===== config.mk =====
export PLATFORM = sky130hd
export DESIGN_NAME = csf_status
export DESIGN_NICKNAME = d
export VERILOG_FILES = /design/src/csf_pkg.sv /design/src/csf_status.sv
export SDC_FILE = /design/constraint.sdc
export NUM_CORES = 1
export LEC_CHECK = 0
export ABC_AREA = 1
export BUFFER_PORTS_ARGS = -buffer_cell sky130_fd_sc_hd__buf_4
export CORE_MARGIN = 3
export CORE_UTILIZATION = 54
export CTS_BUF_LIST = sky130_fd_sc_hd__clkbuf_4 sky130_fd_sc_hd__clkbuf_8
export DETAILED_ROUTE_END_ITERATION = 12
export PLACE_DENSITY = 0.85
export SETUP_SLACK_MARGIN = 0.4
export SYNTH_ARGS = -nofsm -noshare
export SYNTH_HDL_FRONTEND = slang
export SYNTH_SLANG_ARGS = --single-unit

===== constraint.sdc =====
create_clock -name clk_i -period 2.7 [get_ports clk_i]
set_clock_uncertainty 0.05 [all_clocks]
set_input_delay 0.54 -clock clk_i [delete_from_list [all_inputs] [get_ports clk_i]]
set_output_delay 0.54 -clock clk_i [all_outputs]
set_load 0.05 [all_outputs]

===== src/csf_pkg.sv =====
// Package for the converter status flag register bank
`default_nettype none
package csf_pkg;
	localparam logic [7:0] STATUS_ADDR = 8'h18;
	localparam logic [7:0] ERRCFG_ADDR = 8'h19;
	localparam int WD_BIT = 11;
	localparam int AH_BIT = 10;
	localparam int AL_BIT = 9;
	localparam int ZC_BIT = 8;
	localparam int RDY_BIT = 6;
	localparam int CH_LSB = 14;
	localparam int UR_BIT = 13;
	localparam int OR_BIT = 12;
	// Error configuration bits
	localparam int CFG_UR_OUT = 15;
	localparam int CFG_OR_OUT = 14;
	localparam int CFG_WD_OUT = 13;
	localparam int CFG_AH_OUT = 12;
	localparam int CFG_AL_OUT = 11;
	localparam int CFG_UR_INT = 7;
	localparam int CFG_OR_INT = 6;
	localparam int CFG_WD_INT = 5;
	localparam int CFG_AH_INT = 4;
	localparam int CFG_AL_INT = 3;
	localparam int CFG_ZC_INT = 2;
	localparam int CFG_RDY_INT = 0;
	localparam logic [15:0] ERRCFG_RESET = 16'h0000;
	localparam logic [15:0] ERRCFG_WMASK = 16'hf8fd;
	// Per-channel error event bundle from the conversion core
	typedef struct packed {
		logic watchdog;
		logic amp_high;
		logic amp_low;
		logic zero_count;
	} csf_err_s;
	// Host register access
	typedef struct packed {
		logic rd;
		logic wr;
		logic [7:0] addr;
		logic [15:0] wdata;
	} csf_req_s;
endpackage
`default_nettype wire


===== src/csf_status.sv =====
// Status and error-flag register bank of the converter
// Function
// Watchdog timeout on an active channel sets status bit 11.
// Amplitude above about 1.8 V on an active channel sets bit 10.
// Host should lower sensor drive current after an amplitude-high flag.
// Amplitude below about 1.2 V on an active channel sets bit 9.
// Zero-count error on an active channel sets bit 8.
// Error flags are sticky and cleared by reading status.
// Setting an error flag records its source channel in bits 15:14.
// Status bits 7 and 5:4 always read zero.
// Single-channel mode: data ready sets on one new result.
// Sequential mode: data ready sets once all active channels have fresh results.
// Bits 3..0 flag unread results of channels 0..3.
// Host reads upper and lower result words to retrieve a result.
// Errors hold until status or source channel upper word is read.
// Config bits 15:11 route error types into result upper words.
// Config bits 7:2 and 0 gate interrupt pin and status flag updates; bits 7:6 are stored but gate nothing here.
// Unread flag clears after both result words of the channel are read.
// Writes to the status register are ignored.
`default_nettype none
module csf_status
	import csf_pkg::*;
#(
	parameter int NCH = 4
) (
	// Clock and reset
	input wire logic clk_i,
	input wire logic resetn_i,
	// Host register access
	input wire csf_req_s req_i,
	output logic [15:0] rdata_o,
	// Result word reads per channel
	input wire logic [NCH-1:0] rd_upper_i,
	input wire logic [NCH-1:0] rd_lower_i,
	// Conversion core events
	input wire logic [NCH-1:0] active_i,
	input wire logic sequential_i,
	input wire logic [NCH-1:0] result_i,
	input wire csf_err_s [NCH-1:0] err_i,
	input wire logic under_range_i,
	input wire logic over_range_i,
	// Outputs
	output logic [4:0] to_result_o,
	output logic interrupt_out_n_o
);
	// ************
	// Registers
	// ************
	logic [15:0] errcfg_q;
	logic watchdog_timeout_flag_q, amplitude_high_flag_q, amplitude_low_flag_q;
	logic zero_count_flag_q, result_ready_flag_q;
	logic [1:0] error_source_channel_q;
	logic [NCH-1:0] unread_q, upper_seen_q, lower_seen_q, fresh_q;
	logic st_rd, src_rd;
	logic ev_wd, ev_ah, ev_al, ev_zc, any_ev;
	logic [1:0] ev_ch;
	logic all_fresh;

	assign st_rd = req_i.rd && req_i.addr == STATUS_ADDR;
	assign src_rd = rd_upper_i[error_source_channel_q];

	// ************
	// Event gather
	// ************
	always_comb begin
		ev_wd = 1'b0;
		ev_ah = 1'b0;
		ev_al = 1'b0;
		ev_zc = 1'b0;
		ev_ch = 2'h0;
		for (int c = NCH - 1; c >= 0; c--) begin
			// Source channel only from error types that are enabled
			if (active_i[c] && (|(err_i[c] & {errcfg_q[CFG_WD_INT], errcfg_q[CFG_AH_INT],
					errcfg_q[CFG_AL_INT], errcfg_q[CFG_ZC_INT]}))) begin
				ev_ch = 2'(c);
			end
			ev_wd = ev_wd | (active_i[c] & err_i[c].watchdog);
			ev_ah = ev_ah | (active_i[c] & err_i[c].amp_high);
			ev_al = ev_al | (active_i[c] & err_i[c].amp_low);
			ev_zc = ev_zc | (active_i[c] & err_i[c].zero_count);
		end
		ev_wd = ev_wd & errcfg_q[CFG_WD_INT];
		ev_ah = ev_ah & errcfg_q[CFG_AH_INT];
		ev_al = ev_al & errcfg_q[CFG_AL_INT];
		ev_zc = ev_zc & errcfg_q[CFG_ZC_INT];
	end
	assign any_ev = ev_wd | ev_ah | ev_al | ev_zc;

	// ************
	// Error flags, set wins over clear
	// ************
	always_ff @(posedge clk_i) begin
		if (!resetn_i) begin
			watchdog_timeout_flag_q <= 1'b0;
			amplitude_high_flag_q <= 1'b0;
			amplitude_low_flag_q <= 1'b0;
			zero_count_flag_q <= 1'b0;
		end else begin
			if (st_rd || src_rd) begin
				watchdog_timeout_flag_q <= ev_wd;
				amplitude_high_flag_q <= ev_ah;
				amplitude_low_flag_q <= ev_al;
				zero_count_flag_q <= ev_zc;
			end else begin
				watchdog_timeout_flag_q <= watchdog_timeout_flag_q | ev_wd;
				amplitude_high_flag_q <= amplitude_high_flag_q | ev_ah;
				amplitude_low_flag_q <= amplitude_low_flag_q | ev_al;
				zero_count_flag_q <= zero_count_flag_q | ev_zc;
			end
		end
	end

	always_ff @(posedge clk_i) begin
		if (!resetn_i) begin
			error_source_channel_q <= 2'h0;
		end else if (any_ev) begin
			error_source_channel_q <= ev_ch;
		end
	end

	// ************
	// Unread results and data ready
	// ************
	always_ff @(posedge clk_i) begin
		if (!resetn_i) begin
			unread_q <= '0;
			upper_seen_q <= '0;
			lower_seen_q <= '0;
		end else begin
			for (int c = 0; c < NCH; c++) begin
				if (result_i[c]) begin
					unread_q[c] <= 1'b1;
					upper_seen_q[c] <= 1'b0;
					lower_seen_q[c] <= 1'b0;
				end else if ((upper_seen_q[c] | rd_upper_i[c])
						&& (lower_seen_q[c] | rd_lower_i[c])) begin
					unread_q[c] <= 1'b0;
					upper_seen_q[c] <= 1'b0;
					lower_seen_q[c] <= 1'b0;
				end else begin
					upper_seen_q[c] <= upper_seen_q[c] | rd_upper_i[c];
					lower_seen_q[c] <= lower_seen_q[c] | rd_lower_i[c];
				end
			end
		end
	end

	assign all_fresh = active_i != '0 && ((fresh_q | result_i) & active_i) == active_i;

	always_ff @(posedge clk_i) begin
		if (!resetn_i) begin
			fresh_q <= '0;
			result_ready_flag_q <= 1'b0;
		end else begin
			if (sequential_i && all_fresh) begin
				fresh_q <= '0;
			end else if (sequential_i) begin
				fresh_q <= fresh_q | (result_i & active_i);
			end else begin
				fresh_q <= '0;
			end
			if (errcfg_q[CFG_RDY_INT] && (sequential_i ? all_fresh
					: |(result_i & active_i))) begin
				result_ready_flag_q <= 1'b1;
			end else if (st_rd) begin
				result_ready_flag_q <= 1'b0;
			end
		end
	end

	// ************
	// Configuration register; status writes ignored
	// ************
	always_ff @(posedge clk_i) begin
		if (!resetn_i) begin
			errcfg_q <= ERRCFG_RESET;
		end else if (req_i.wr && req_i.addr == ERRCFG_ADDR) begin
			errcfg_q <= req_i.wdata & ERRCFG_WMASK;
		end
	end

	// Read data registered one cycle after the read
	logic [15:0] status_w;
	logic [3:0] unread_w;
	always_comb begin
		unread_w = 4'h0;
		for (int c = 0; c < NCH && c < 4; c++) begin
			unread_w[3-c] = unread_q[c];
		end
		status_w = 16'h0000;
		status_w[CH_LSB +: 2] = error_source_channel_q;
		status_w[UR_BIT] = 1'b0;
		status_w[OR_BIT] = 1'b0;
		status_w[WD_BIT] = watchdog_timeout_flag_q;
		status_w[AH_BIT] = amplitude_high_flag_q;
		status_w[AL_BIT] = amplitude_low_flag_q;
		status_w[ZC_BIT] = zero_count_flag_q;
		status_w[RDY_BIT] = result_ready_flag_q;
		status_w[3:0] = unread_w;
	end

	always_ff @(posedge clk_i) begin
		if (!resetn_i) begin
			rdata_o <= 16'h0000;
		end else if (req_i.rd) begin
			rdata_o <= req_i.addr == STATUS_ADDR ? status_w
				: req_i.addr == ERRCFG_ADDR ? errcfg_q : 16'h0000;
		end
	end

	assign to_result_o = errcfg_q[CFG_UR_OUT:CFG_AL_OUT];
	assign interrupt_out_n_o = !(watchdog_timeout_flag_q | amplitude_high_flag_q
		| amplitude_low_flag_q | zero_count_flag_q | result_ready_flag_q);

	// ************
	// Assertions
	// ************
	chk_wd_sets: assert property (@(posedge clk_i) disable iff (!resetn_i)
		ev_wd |=> watchdog_timeout_flag_q) else $error("watchdog flag not set");
	chk_ah_sets: assert property (@(posedge clk_i) disable iff (!resetn_i)
		ev_ah |=> amplitude_high_flag_q) else $error("amp high flag not set");
	chk_al_sets: assert property (@(posedge clk_i) disable iff (!resetn_i)
		ev_al |=> amplitude_low_flag_q) else $error("amp low flag not set");
	chk_zc_sets: assert property (@(posedge clk_i) disable iff (!resetn_i)
		ev_zc |=> zero_count_flag_q) else $error("zero count flag not set");
	chk_err_sticky: assert property (@(posedge clk_i) disable iff (!resetn_i)
		watchdog_timeout_flag_q && !st_rd && !src_rd |=> watchdog_timeout_flag_q)
		else $error("error flag lost without read");
	chk_src_chan: assert property (@(posedge clk_i) disable iff (!resetn_i)
		any_ev |=> error_source_channel_q == $past(ev_ch)) else $error("bad source");
	chk_resv_zero: assert property (@(posedge clk_i) disable iff (!resetn_i)
		status_w[7] == 1'b0 && status_w[5:4] == 2'b00) else $error("reserved nonzero");
	chk_unread_set: assert property (@(posedge clk_i) disable iff (!resetn_i)
		result_i[0] |=> status_w[3]) else $error("unread ch0 not set");
	chk_cfg_gate: assert property (@(posedge clk_i) disable iff (!resetn_i)
		!errcfg_q[CFG_WD_INT] && !watchdog_timeout_flag_q |=> !watchdog_timeout_flag_q)
		else $error("gated watchdog flag set");
	chk_irq_flag: assert property (@(posedge clk_i) disable iff (!resetn_i)
		result_ready_flag_q |-> !interrupt_out_n_o) else $error("irq not asserted");
endmodule
`default_nettype wire


# Word level (Yosys, flattened, before mapping)
# Cells that the tools add are included.
dict set report op_classes {
  magnitude_cmp 1
  eq_ne 3
  muxes 23
  bitwise 61
  reduce_logical 31
}
# cell n
set op_table {}
lappend op_table {{$mux W16} 2}
lappend op_table {{$or A1 B1 Y1} 31}
lappend op_table {{$and A4 B4 Y4} 6}
lappend op_table {{$and A1 B1 Y1} 20}
lappend op_table {{$reduce_or A4 Y1} 5}
lappend op_table {{$eq A8 B5 Y1 const B} 2}
lappend op_table {{$mux W1} 16}
lappend op_table {{$reduce_or A3 Y1} 5}
lappend op_table {{$logic_and A1 B1 Y1} 13}
lappend op_table {{$reduce_bool A2 Y1} 5}
lappend op_table {{$mux W2} 4}
lappend op_table {{$or A4 B4 Y4} 2}
lappend op_table {{$eq A4 B4 Y1} 1}
lappend op_table {{$reduce_bool A4 Y1} 1}
lappend op_table {{$lt A2 B3 Y1 const B} 1}
lappend op_table {{$bmux W1 S2} 1}
lappend op_table {{$not A1 Y1} 2}
lappend op_table {{$logic_not A1 Y1} 1}
lappend op_table {{$logic_or A1 B1 Y1} 1}
dict set report totals {
  ff_bits 51
  inputBits 63
  out_inout_bits 22
  elab_cells 140
}

# Longest topological paths before layout
# Gate-level depths: netlist of the first run.
dict set report logic_depth {
  word_depth 8
  depth_mapped 9
}

# Worst setup path before layout of the first run
# OpenSTA, ideal clock, no wires.
dict set report synth_timing {
  path_kind {register -> output}
  startpoint {register watchdog_timeout_flag_q}
  endpoint {output port interrupt_out_n_o}
  t_arrival_ns 1.631
  required_time_ns 2.110
  setup_slack_ns 0.479
  stages_incl_launch_ff 3
  n_path_buf 0
  path_cell_list {dfxtp_1 > nor3_1 > nor3b_1}
}
dict set report synth_between {
  elab_chain_len 5
}
# element line_no
set synth_rtl {}
lappend synth_rtl {{start, declared} csf_status.sv:50} ;# logic watchdog_timeout_flag_q, amplitude_high_flag_q, amplitude_low_flag_q;
lappend synth_rtl {{start signal, assigned} csf_status.sv:100} ;# watchdog_timeout_flag_q <= ev_wd;
lappend synth_rtl {{start signal, assigned} csf_status.sv:105} ;# watchdog_timeout_flag_q <= watchdog_timeout_flag_q | ev_wd;
lappend synth_rtl {{$or A1 B1 Y1} csf_status.sv:212} ;# assign interrupt_out_n_o = !(watchdog_timeout_flag_q | amplitude_high_flag_q
lappend synth_rtl {{$or A1 B1 Y1 (3 in a row)} csf_status.sv:213} ;# | amplitude_low_flag_q | zero_count_flag_q | result_ready_flag_q);
lappend synth_rtl {{$logic_not A1 Y1} csf_status.sv:212}
lappend synth_rtl {{end, declared} csf_status.sv:44} ;# output logic interrupt_out_n_o
# Every way passes these cells.

# Worst setup path after layout of the first run
# Ends and elaborated chain as after synthesis.

==> results of run 1 <==
[worst paths after layout]
path,from,end,depth (start not counted)
worst min register to register,errcfg_q[7]$_SDFFE_PN0P_,errcfg_q[7]$_SDFFE_PN0P_,2
worst min-delay path,rd_lower_i[1],lower_seen_q[1]$_SDFF_PP0_,3
worst max register to register,errcfg_q[2]$_SDFFE_PN0P_,error_source_channel_q[0]$_SDFFE_PN0P_,8
worst max-delay path,watchdog_timeout_flag_q$_SDFF_PN0_,interrupt_out_n_o,3
[synth_stat cells (all sizes together)]
master    n
dfxtp    51
clkinv    3
nand2   122
nor3b     1
buf      11
clkbuf    7
inv      37
o211ai    1
nor2     35
nand3    32
a21oi    35
nand4     9
o21ai    13
and2      1
nor3      8
[worst min-delay path, cell delays in order]
cell     delay, ns
buf_4         0.08
o21ai_0       0.07
inv_1         0.04
[flip-flops by register name, indices dropped and copies added (netlist names), 2 cells and up]
name,cells
error_source_channel_q,2
upper_seen_q,4
fresh_q,4
rdata_o,16
unread_q,4
lower_seen_q,4
errcfg_q,12
[kinds of logic (layout without fill, tap and decap cells)]
family / after synthesis / count (layout)
AOI/OAI and AO/OA: 49 / 49
DFF: 51 / 51
buffers and inverters: 58 / 128
and+or+nand+nor: 208 / 208
[per-stage QoR]
stage	worst slack [ns]	area (sq um)	total power, uW	utilization	hold slack [ns]
detailed placement	0.727	3000	955	0.720	0.397
global placement	0.767	3000	952	0.720	0.394
floorplan	0.479	2450	864	-	0.381
global route	0.716	3090	1430	0.741	0.405
CTS	0.789	3090	1380	0.741	0.402
finish	0.801	3090	1370	0.741	0.403
[where the power goes]
group | internal [uW] | switching, uW | leakage, uW | total, uW
Sequential | 764 | 5.96 | 0.000413 | 770
Combinational | 79.3 | 89.1 | 0.00103 | 168
Clock | 192 | 244 | 0.0000446 | 436
[area by class of cell]
type / instances / area (sq um)
fill: 363 / 1080
tap: 50 / 62.6
inverter: 40 / 151
multi-input combinational: 257 / 1170
timing repair buffer: 80 / 601
sequential: 51 / 1020
clock inverter: 2 / 12.5
clock buffer: 6 / 76.3
[layer usage]
layer,vias up,GRT usage
met2,90,0.400
met5,-,0
met4,0,0.0644
met1,1114,0.316
li1,1292,-
met3,2,0.0397
==> impl_metrics.json, run 1 <==
{
  "status": "completed",
  "cp.required_ns": 2.11,
  "grt_antenna_before_repair": 0,
  "synth_top_family_by_area": "simple AND/OR/NAND/NOR gates",
  "slew_violations": 0,
  "wl_met2_mm": 2.99,
  "tns_ns": 0,
  "synthAdderAreaFrac": 0,
  "fp.dieH_um": 73.3,
  "p_leak_uw": 0.00149,
  "cts_sinks": 51,
  "routedWlPerCell_um": 12.8,
  "min_period_ns": 1.90,
  "synth_nets": 429,
  "ys_seq_elements": 51,
  "cp_max_fo": 3,
  "powerDensity_nw_per_um2": 444,
  "cts_tree": "built",
  "rows": 23,
  "initial_utilization": 0.587,
  "yosysWarnings": 0,
  "rsz0062_at_grt": "no",
  "crit_path_top_delay_cell": "dfxtp_1",
  "dp_hpwl_mm": 4.83,
  "synth_cells": 366,
  "dp.cells": 478,
  "max_freq_ghz": 0.527,
  "cts_buffers": 5,
  "drive_gt1_frac": 0.225,
  "grt_pass1_wl_mm": 10.3,
  "cp_cell_sequence": "nor3_1 > nor3b_1 > buf_4",
  "stdcell_count": 486,
  "gp_congestion": 0.862,
  "r2r_slack_ns": 1.55,
  "ys_types": 24,
  "yosys-top-cells-area": "dfxtp_1, nand2_1, a21oi_1",
  "final-hold-violation-count": 0,
  "critPathCaptureType": "output pin",
  "port_buffers": 78,
  "post_cts_buffers": 0,
  "final_common_cell": "nand2_1",
  "worst-slew-pin-transition_ns": 0.424,
  "wl_met1_mm": 2.70,
  "top_layer_used": "met4",
  "vias_per_cell": 5.14,
  "syn-cell-area_sq_um": 2450,
  "most-common-layout-cells": "nand2_1, buf_4, dfxtp_1, inv_1, a21oi_1",
  "synthMuxAreaShare": 0,
  "cts_hold_buffers": 0,
  "fin_crit_sh": 0.703,
  "ys_seq_area_frac": 0.417,
  "cp.arrival_ns": 1.31,
  "cts.clk_slew.worst_paths_ns": 0.10,
  "path_buf_inv": 1,
  "grt_pass1_vias": 2337,
  "cts_resized": 0,
  "avgSynthCellArea_sq_um": 6.69,
  "setup_viol": 0,
  "setup.worst_path.class": "register to output pin",
  "yosys.area_share.simple": 0.376,
  "maxCapViolCount": 0,
  "synth_compound_area_frac": 0.101,
  "slowest_delay_ns": 0.34,
  "drt_wl_total_mm": 6.20,
  "overflow": 0,
  "ant_nets": 0,
  "core_region_area_sq_um": 4170,
  "die_area_sq_um": 5380,
  "drc": 0,
  "cts_root_buffer": "clkbuf_8",
  "vdd_ir_drop_max_v": 0.000286,
  "synth_area_leader_cell": "dfxtp_1",
  "max_slew_margin": 0.716,
  "worst_setup_path_start_kind": "register",
  "vias": 2498,
  "crit_family": "simple AND/OR/NAND/NOR gates",
  "grtUsageTotal": 0.238,
  "synth_top_area_frac": 0.417,
  "syn_to_final_growth_pct": 26.3,
  "layout.nets": 498,
  "clk_latency_ns": 0.30,
  "drt_iter0_drc": 115,
  "dr.pass1.iters": 4,
  "ctsHtreeMaxLevel": 2,
  "hp-class": "input port to register",
  "io_pins": 85,
  "clock_path_buffers": 2,
  "route.met3.wl_um": 475,
  "grt_max_degree": 28,
  "die_w_um": 73.3,
  "diodes": 0,
  "synth_xor_area_frac": 0
}
Power figures use the tool's default switching activity.
==> run 2: changes to the inputs <==
--- a/config.mk
+++ b/config.mk
@@ -5,13 +5,13 @@
 export SDC_FILE = /design/constraint.sdc
 export NUM_CORES = 1
 export LEC_CHECK = 0
-export ABC_AREA = 1
+export ABC_AREA = 0
 export BUFFER_PORTS_ARGS = -buffer_cell sky130_fd_sc_hd__buf_4
 export CORE_MARGIN = 3
-export CORE_UTILIZATION = 54
+export CORE_UTILIZATION = 46
 export CTS_BUF_LIST = sky130_fd_sc_hd__clkbuf_4 sky130_fd_sc_hd__clkbuf_8
 export DETAILED_ROUTE_END_ITERATION = 12
-export PLACE_DENSITY = 0.85
+export PLACE_DENSITY = 0.79
 export SETUP_SLACK_MARGIN = 0.4
 export SYNTH_ARGS = -nofsm -noshare
 export SYNTH_HDL_FRONTEND = slang
==> constraint.sdc (replaced) <==
create_clock -name clk_i -period 1.6 [get_ports clk_i]
set_clock_uncertainty 0.05 [all_clocks]
set_input_delay 0.32 -clock clk_i [delete_from_list [all_inputs] [get_ports clk_i]]
set_output_delay 0.32 -clock clk_i [all_outputs]
set_load 0.05 [all_outputs]
==> run 2 against run 1 <==
Effect of this change: the flow now finishes with violations (setup timing); highest routed layer unchanged; combinational power is 92% higher; first-iteration DRC count is 43% higher; area after synthesis is 7.6% lower.
==> impl_metrics.json, run 2 <==
{
  "reg2reg_depth": 4,
  "grt_pass1_vias": 2062,
  "avgSynthCellArea_sq_um": 9.79,
  "clock_path_buffers": 2,
  "setup_ws_ns": -0.214,
  "gp_congestion": 0.761,
  "dp_hpwl_mm": 4.17,
  "setup_viol": 1,
  "grt_max_degree": 31,
  "min_period_ns": 1.81,
  "cp.required_ns": 1.23,
  "cts_hold_buffers": 0,
  "rsz0062_at_grt": "yes",
  "syn_to_final_growth_pct": 59.8,
  "fp.dieH_um": 76.1,
  "top_register": "rdata_o",
  "final-hold-violation-count": 0,
  "p_leak_uw": 0.00149,
  "cts_root_buffer": "clkbuf_8",
  "synth_edf_count": 0,
  "cts_tree": "built",
  "synth_top_area_frac": 0.451,
  "status": "finished with violations",
  "cp_max_fo": 2,
  "fin_crit_sh": 1.13,
  "r2r-end": "zero_count_flag_q$_SDFF_PN0_",
  "synth_cells": 231,
  "ys_seq_area_frac": 0.451,
  "tns_ns": -0.214,
  "diodes": 0,
  "layout.nets": 387,
  "clk_latency_ns": 0.30,
  "cts_sinks": 51,
  "ys_types": 33,
  "failed_checks": "setup timing",
  "max_freq_ghz": 0.551,
  "hp-class": "input port to register",
  "async_flop_share": 0,
  "routedWlPerCell_um": 18.2,
  "hold-worst-slack_ns": 0.191,
  "vias_per_cell": 5.59,
  "setup.worst_path.class": "register to output pin",
  "grt_antenna_before_repair": 0,
  "drt_wl_total_mm": 7.12,
  "reg2reg_from": "error_source_channel_q[0]$_SDFFE_PN0P_",
  "port_buffers": 78,
  "io_pins": 85,
  "yosysWarnings": 0,
  "maxCapViolCount": 0,
  "die_w_um": 76.1,
  "die_area_sq_um": 5800,
  "synth_area_leader_cell": "dfxtp_1",
  "yosys-top-cells-area": "dfxtp_1, nor2b_1, a22oi_1",
  "ys_seq_elements": 51,
  "crit_path_end": "interrupt_out_n_o",
  "critPathCaptureType": "output pin",
  "cts_buffers": 5,
  "synth_most_common_cell": "dfxtp_1",
  "grtUsageTotal": 0.219,
  "most-common-layout-cells": "buf_4, nor2b_1, dfxtp_1, dfxtp_2, buf_8",
  "max_slew_margin": 0.783,
  "overflow": 0,
  "reg_top3": "rdata_o: 16 flops, errcfg_q: 12 flops",
  "drive_gt1_frac": 0.560,
  "vdd_ir_drop_max_v": 0.000435,
  "final_common_cell": "buf_4",
  "worst-slew-pin-transition_ns": 0.326,
  "ant_nets": 0,
  "r2r_slack_ns": 0.05,
  "vias": 2180,
  "cp.arrival_ns": 1.44,
  "synth_flop_cell": "dfxtp_1",
  "grt_pass1_wl_mm": 10.3,
  "synth_commonest_cells": "dfxtp_1, nor2b_1, a22oi_1",
  "core_region_area_sq_um": 4530,
  "powerDensity_nw_per_um2": 675,
  "worst_setup_path_start_kind": "register",
  "worstHoldStart": "rd_lower_i[0]",
  "synth_nets": 294,
  "largest_reg_flops": 16,
  "initial_utilization": 0.499,
  "rows": 24,
  "drc": 0,
  "fillers": 289,
  "critPathLaunch": "watchdog_timeout_flag_q$_SDFF_PN0_",
  "multi_input_area_sq_um": 1370,
  "dp_slack_ns": -0.00447,
  "regArea_sq_um": 1070,
  "slew_violations": 0,
  "drt_iter0_drc": 165,
  "syn-cell-area_sq_um": 2260,
  "ctsHtreeMaxLevel": 2,
  "cts.clk_slew.worst_paths_ns": 0.09,
  "dr.pass1.iters": 6
}
[run 2: cell type report]
type | instances | area share
tap | 65 | 0.0225
inverter | 3 | 0.00312
multi-input combinational | 161 | 0.378
clock buffer | 7 | 0.0267
sequential | 51 | 0.296
timing repair buffer | 102 | 0.272
clock inverter | 1 | 0.00208
[run 2: where the power goes]
group / internal (uW) / switching (uW) / total [uW]
combinational: 171 / 151 / 322
clock: 394 / 432 / 827
sequential: 1280 / 12.4 / 1290
total: 1840 / 596 / 2440
[run 2: worst min path at each step]
stage          slack, ns                          to  cells after the start
2_1_floorplan       0.40  lower_seen_q[0]$_SDFF_PP0_                      2
3_3_place_gp        0.41  lower_seen_q[3]$_SDFF_PP0_                      2
3_5_place_dp        0.42  lower_seen_q[0]$_SDFF_PP0_                      2
4_1_cts             0.19  lower_seen_q[0]$_SDFF_PP0_                      3
5_1_grt             0.21  upper_seen_q[3]$_SDFF_PP0_                      3
6_report            0.19  lower_seen_q[0]$_SDFF_PP0_                      3
[run 2: worst max-delay path, cell delays in order (launching register included)]
cell and delay, ns:
dfxtp_2 0.33, or4_4 0.54, nor2_4 0.12, buf_8 0.15
[run 2: layer usage]
| layer | GRT usage | part of all wire | up-vias | wire [um] |
|---|---|---|---|---|
| li1 | - | - | 1035 | - |
| met1 | 0.279 | 0.40 | 1033 | 2870 |
| met2 | 0.365 | 0.52 | 97 | 3680 |
| met3 | 0.0402 | 0.055 | 15 | 393 |
| met4 | 0.0888 | 0.024 | 0 | 173 |
| met5 | 0 | 0 | - | 0 |
[run 2: what timing repair did]
action                                  CTS  global route
endpoints found under the setup margin   55            58
buffers inserted                          4            13
gates resized for setup                  66            50
gates cloned                              3             0
pin swaps                                 4            11
[run 2: per-stage QoR]
stage | power (uW) | util | cell area [sq um] | instances
CTS | 2420 | 0.733 | 3320 | 377
global route | 2520 | 0.797 | 3610 | 390
finish | 2440 | 0.797 | 3610 | 390
detailed placement | 1600 | 0.651 | 2950 | 362
global placement | 1600 | 0.651 | 2950 | 362
floorplan | 1460 | - | 2360 | 231
[run 2: logic make-up after synthesis]
group,Yosys count,share of synthesized area
AND/OR/NAND/NOR,80,0.218
AO/OA/AOI/OAI,66,0.212
flip-flops,51,0.451
buffers and inverters,21,0.0559
multiplexers,13,0.0631
==> run 3: changes to the inputs <==
--- a/config.mk
+++ b/config.mk
@@ -5,10 +5,10 @@
 export SDC_FILE = /design/constraint.sdc
 export NUM_CORES = 1
 export LEC_CHECK = 0
-export ABC_AREA = 0
+export ABC_AREA = 1
 export BUFFER_PORTS_ARGS = -buffer_cell sky130_fd_sc_hd__buf_4
 export CORE_MARGIN = 3
-export CORE_UTILIZATION = 46
+export CORE_UTILIZATION = 47
 export CTS_BUF_LIST = sky130_fd_sc_hd__clkbuf_4 sky130_fd_sc_hd__clkbuf_8
 export DETAILED_ROUTE_END_ITERATION = 12
 export PLACE_DENSITY = 0.79
==> run 3 against run 2 <==
Effect of this change: the flow now finishes without violations; critical path depth unchanged; power decreased by 3.4%; register-to-register slack improved by 0.45 ns; sequential power about the same; sequential share of layout area increased by 0.20 points; non-clock buffer count decreased by 7; worst setup slack improved by 0.26 ns; die area increased by 5.5%; clock power decreased by 9.3%; core utilization decreased by 6.6 points; global-route usage decreased by 0.23 points; critical endpoint unchanged; via count increased by 21%.
==> impl_metrics.json, run 3 (synthesis results as in run 1) <==
{
  "vias_per_cell": 5.11,
  "min_period_ns": 1.56,
  "syn_to_final_growth_pct": 45.8,
  "r2r_slack_ns": 0.50,
  "setup_ws_ns": 0.0433,
  "grtUsageTotal": 0.217,
  "dr.pass1.iters": 7,
  "largest_reg_flops": 16,
  "die_area_sq_um": 6110,
  "cts_hold_buffers": 0,
  "drt_wl_total_mm": 6.88,
  "dp_slack_ns": 0.101,
  "rsz0062_at_grt": "yes",
  "grt_antenna_before_repair": 0,
  "hp-class": "input port to register",
  "vdd_ir_drop_max_v": 0.000421,
  "drive_gt1_frac": 0.370,
  "ant_nets": 0,
  "die_w_um": 78.2,
  "p_leak_uw": 0.00167,
  "most-common-layout-cells": "nand2_1, buf_4, inv_1, nor2_1, a21oi_1",
  "fin_crit_sh": 0.973,
  "cp_max_fo": 3,
  "p_sw_uw": 602,
  "rows": 25,
  "cts.clk_slew.worst_paths_ns": 0.09,
  "routedWlPerCell_um": 13.3,
  "final-hold-violation-count": 0,
  "reg_top3": "rdata_o: 16 flops, errcfg_q: 12 flops",
  "max_freq_ghz": 0.642,
  "ctsHtreeMaxLevel": 2,
  "cts_buffers": 5,
  "grt_pass1_vias": 2446,
  "worst_setup_path_start_kind": "register",
  "power.internal_uw": 1760,
  "p_clk_frac": 0.318,
  "diodes": 0,
  "cts_root_buffer": "clkbuf_8",
  "drt_iter0_drc": 130,
  "cp.arrival_ns": 1.19,
  "final_common_cell": "nand2_1",
  "dp_hpwl_mm": 4.78,
  "clk_latency_ns": 0.31,
  "clock_path_buffers": 2,
  "cp.required_ns": 1.23,
  "cts_sinks": 51,
  "io_pins": 85,
  "gp_congestion": 0.837,
  "vias": 2647,
  "regArea_sq_um": 1060,
  "slew_violations": 0,
  "powerDensity_nw_per_um2": 661,
  "share_seq_of_total_power": 0.549,
  "core_region_area_sq_um": 4880,
  "setup_viol": 0,
  "drc": 0,
  "switching_share": 0.255,
  "maxCapViolCount": 0,
  "port_buffers": 78,
  "fillers": 378,
  "multi_input_area_sq_um": 1280,
  "max_slew_margin": 0.791,
  "critPathCaptureType": "output pin",
  "grt_max_degree": 28,
  "worst-slew-pin-transition_ns": 0.314,
  "overflow": 0,
  "status": "completed",
  "setup.worst_path.class": "register to output pin",
  "initial_utilization": 0.502,
  "final_util": 0.732,
  "grt_pass1_wl_mm": 10.8,
  "cts_tree": "built",
  "layout.nets": 513,
  "p_comb_frac": 0.133,
  "top_register": "rdata_o",
  "fp.dieH_um": 78.2
}
run 3: final cells by class:
type,instances,area share
inverter,40,0.0501
tap,67,0.0235
clock buffer,6,0.0214
clock inverter,2,0.00351
sequential,51,0.298
timing repair buffer,95,0.244
multi-input combinational,257,0.360
run 3: critical path, stage by stage, from the launching register on:
cell and delay (ns):
dfxtp_2 0.35, nor3_2 0.14, nor3b_4 0.21, buf_6 0.18
run 3: repair_timing:
action,in CTS,in global routing
buffers inserted,4,7
pin swaps,0,17
setup endpoints to repair,22,40
gates resized for setup,44,50
run 3: power by group through the flow:
stage / Sequential [uW] / Combinational, uW / Clock (uW)
after floorplan: 1330 / 133 / 0
after global placement: 1330 / 292 / 0
after detailed placement: 1330 / 295 / 0
after CTS: 1300 / 297 / 753
after global routing: 1300 / 347 / 812
final: 1300 / 313 / 750
run 3: final timing paths:
path / depth (start not counted) / endpoint / start
max reg2reg: 6 / amplitude_high_flag_q$_SDFF_PN0_ / error_source_channel_q[0]$_SDFFE_PN0P_
max: 3 / interrupt_out_n_o / amplitude_high_flag_q$_SDFF_PN0_
min reg2reg: 2 / fresh_q[3]$_SDFF_PP0_ / fresh_q[3]$_SDFF_PP0_
min: 3 / upper_seen_q[0]$_SDFF_PP0_ / rd_upper_i[0]
run 3: through the flow:
step                cells  area [sq um]  power [uW]  hold slack, ns   TNS, ns
floorplan             366          2510        1460           0.381         0
global placement      499          3110        1620           0.393         0
detailed placement    499          3110        1620           0.396         0
CTS                   511          3350        2350           0.184         0
global route          518          3570        2460           0.205  -0.00911
finish                518          3570        2360           0.187         0
run 3: routing by layer:
layer	wire length, um	vias up	global-route usage
li1	-	1325	-
met5	0	-	0
met4	134	0	0.0647
met2	3500	93	0.366
met1	2800	1219	0.279
met3	451	10	0.0424
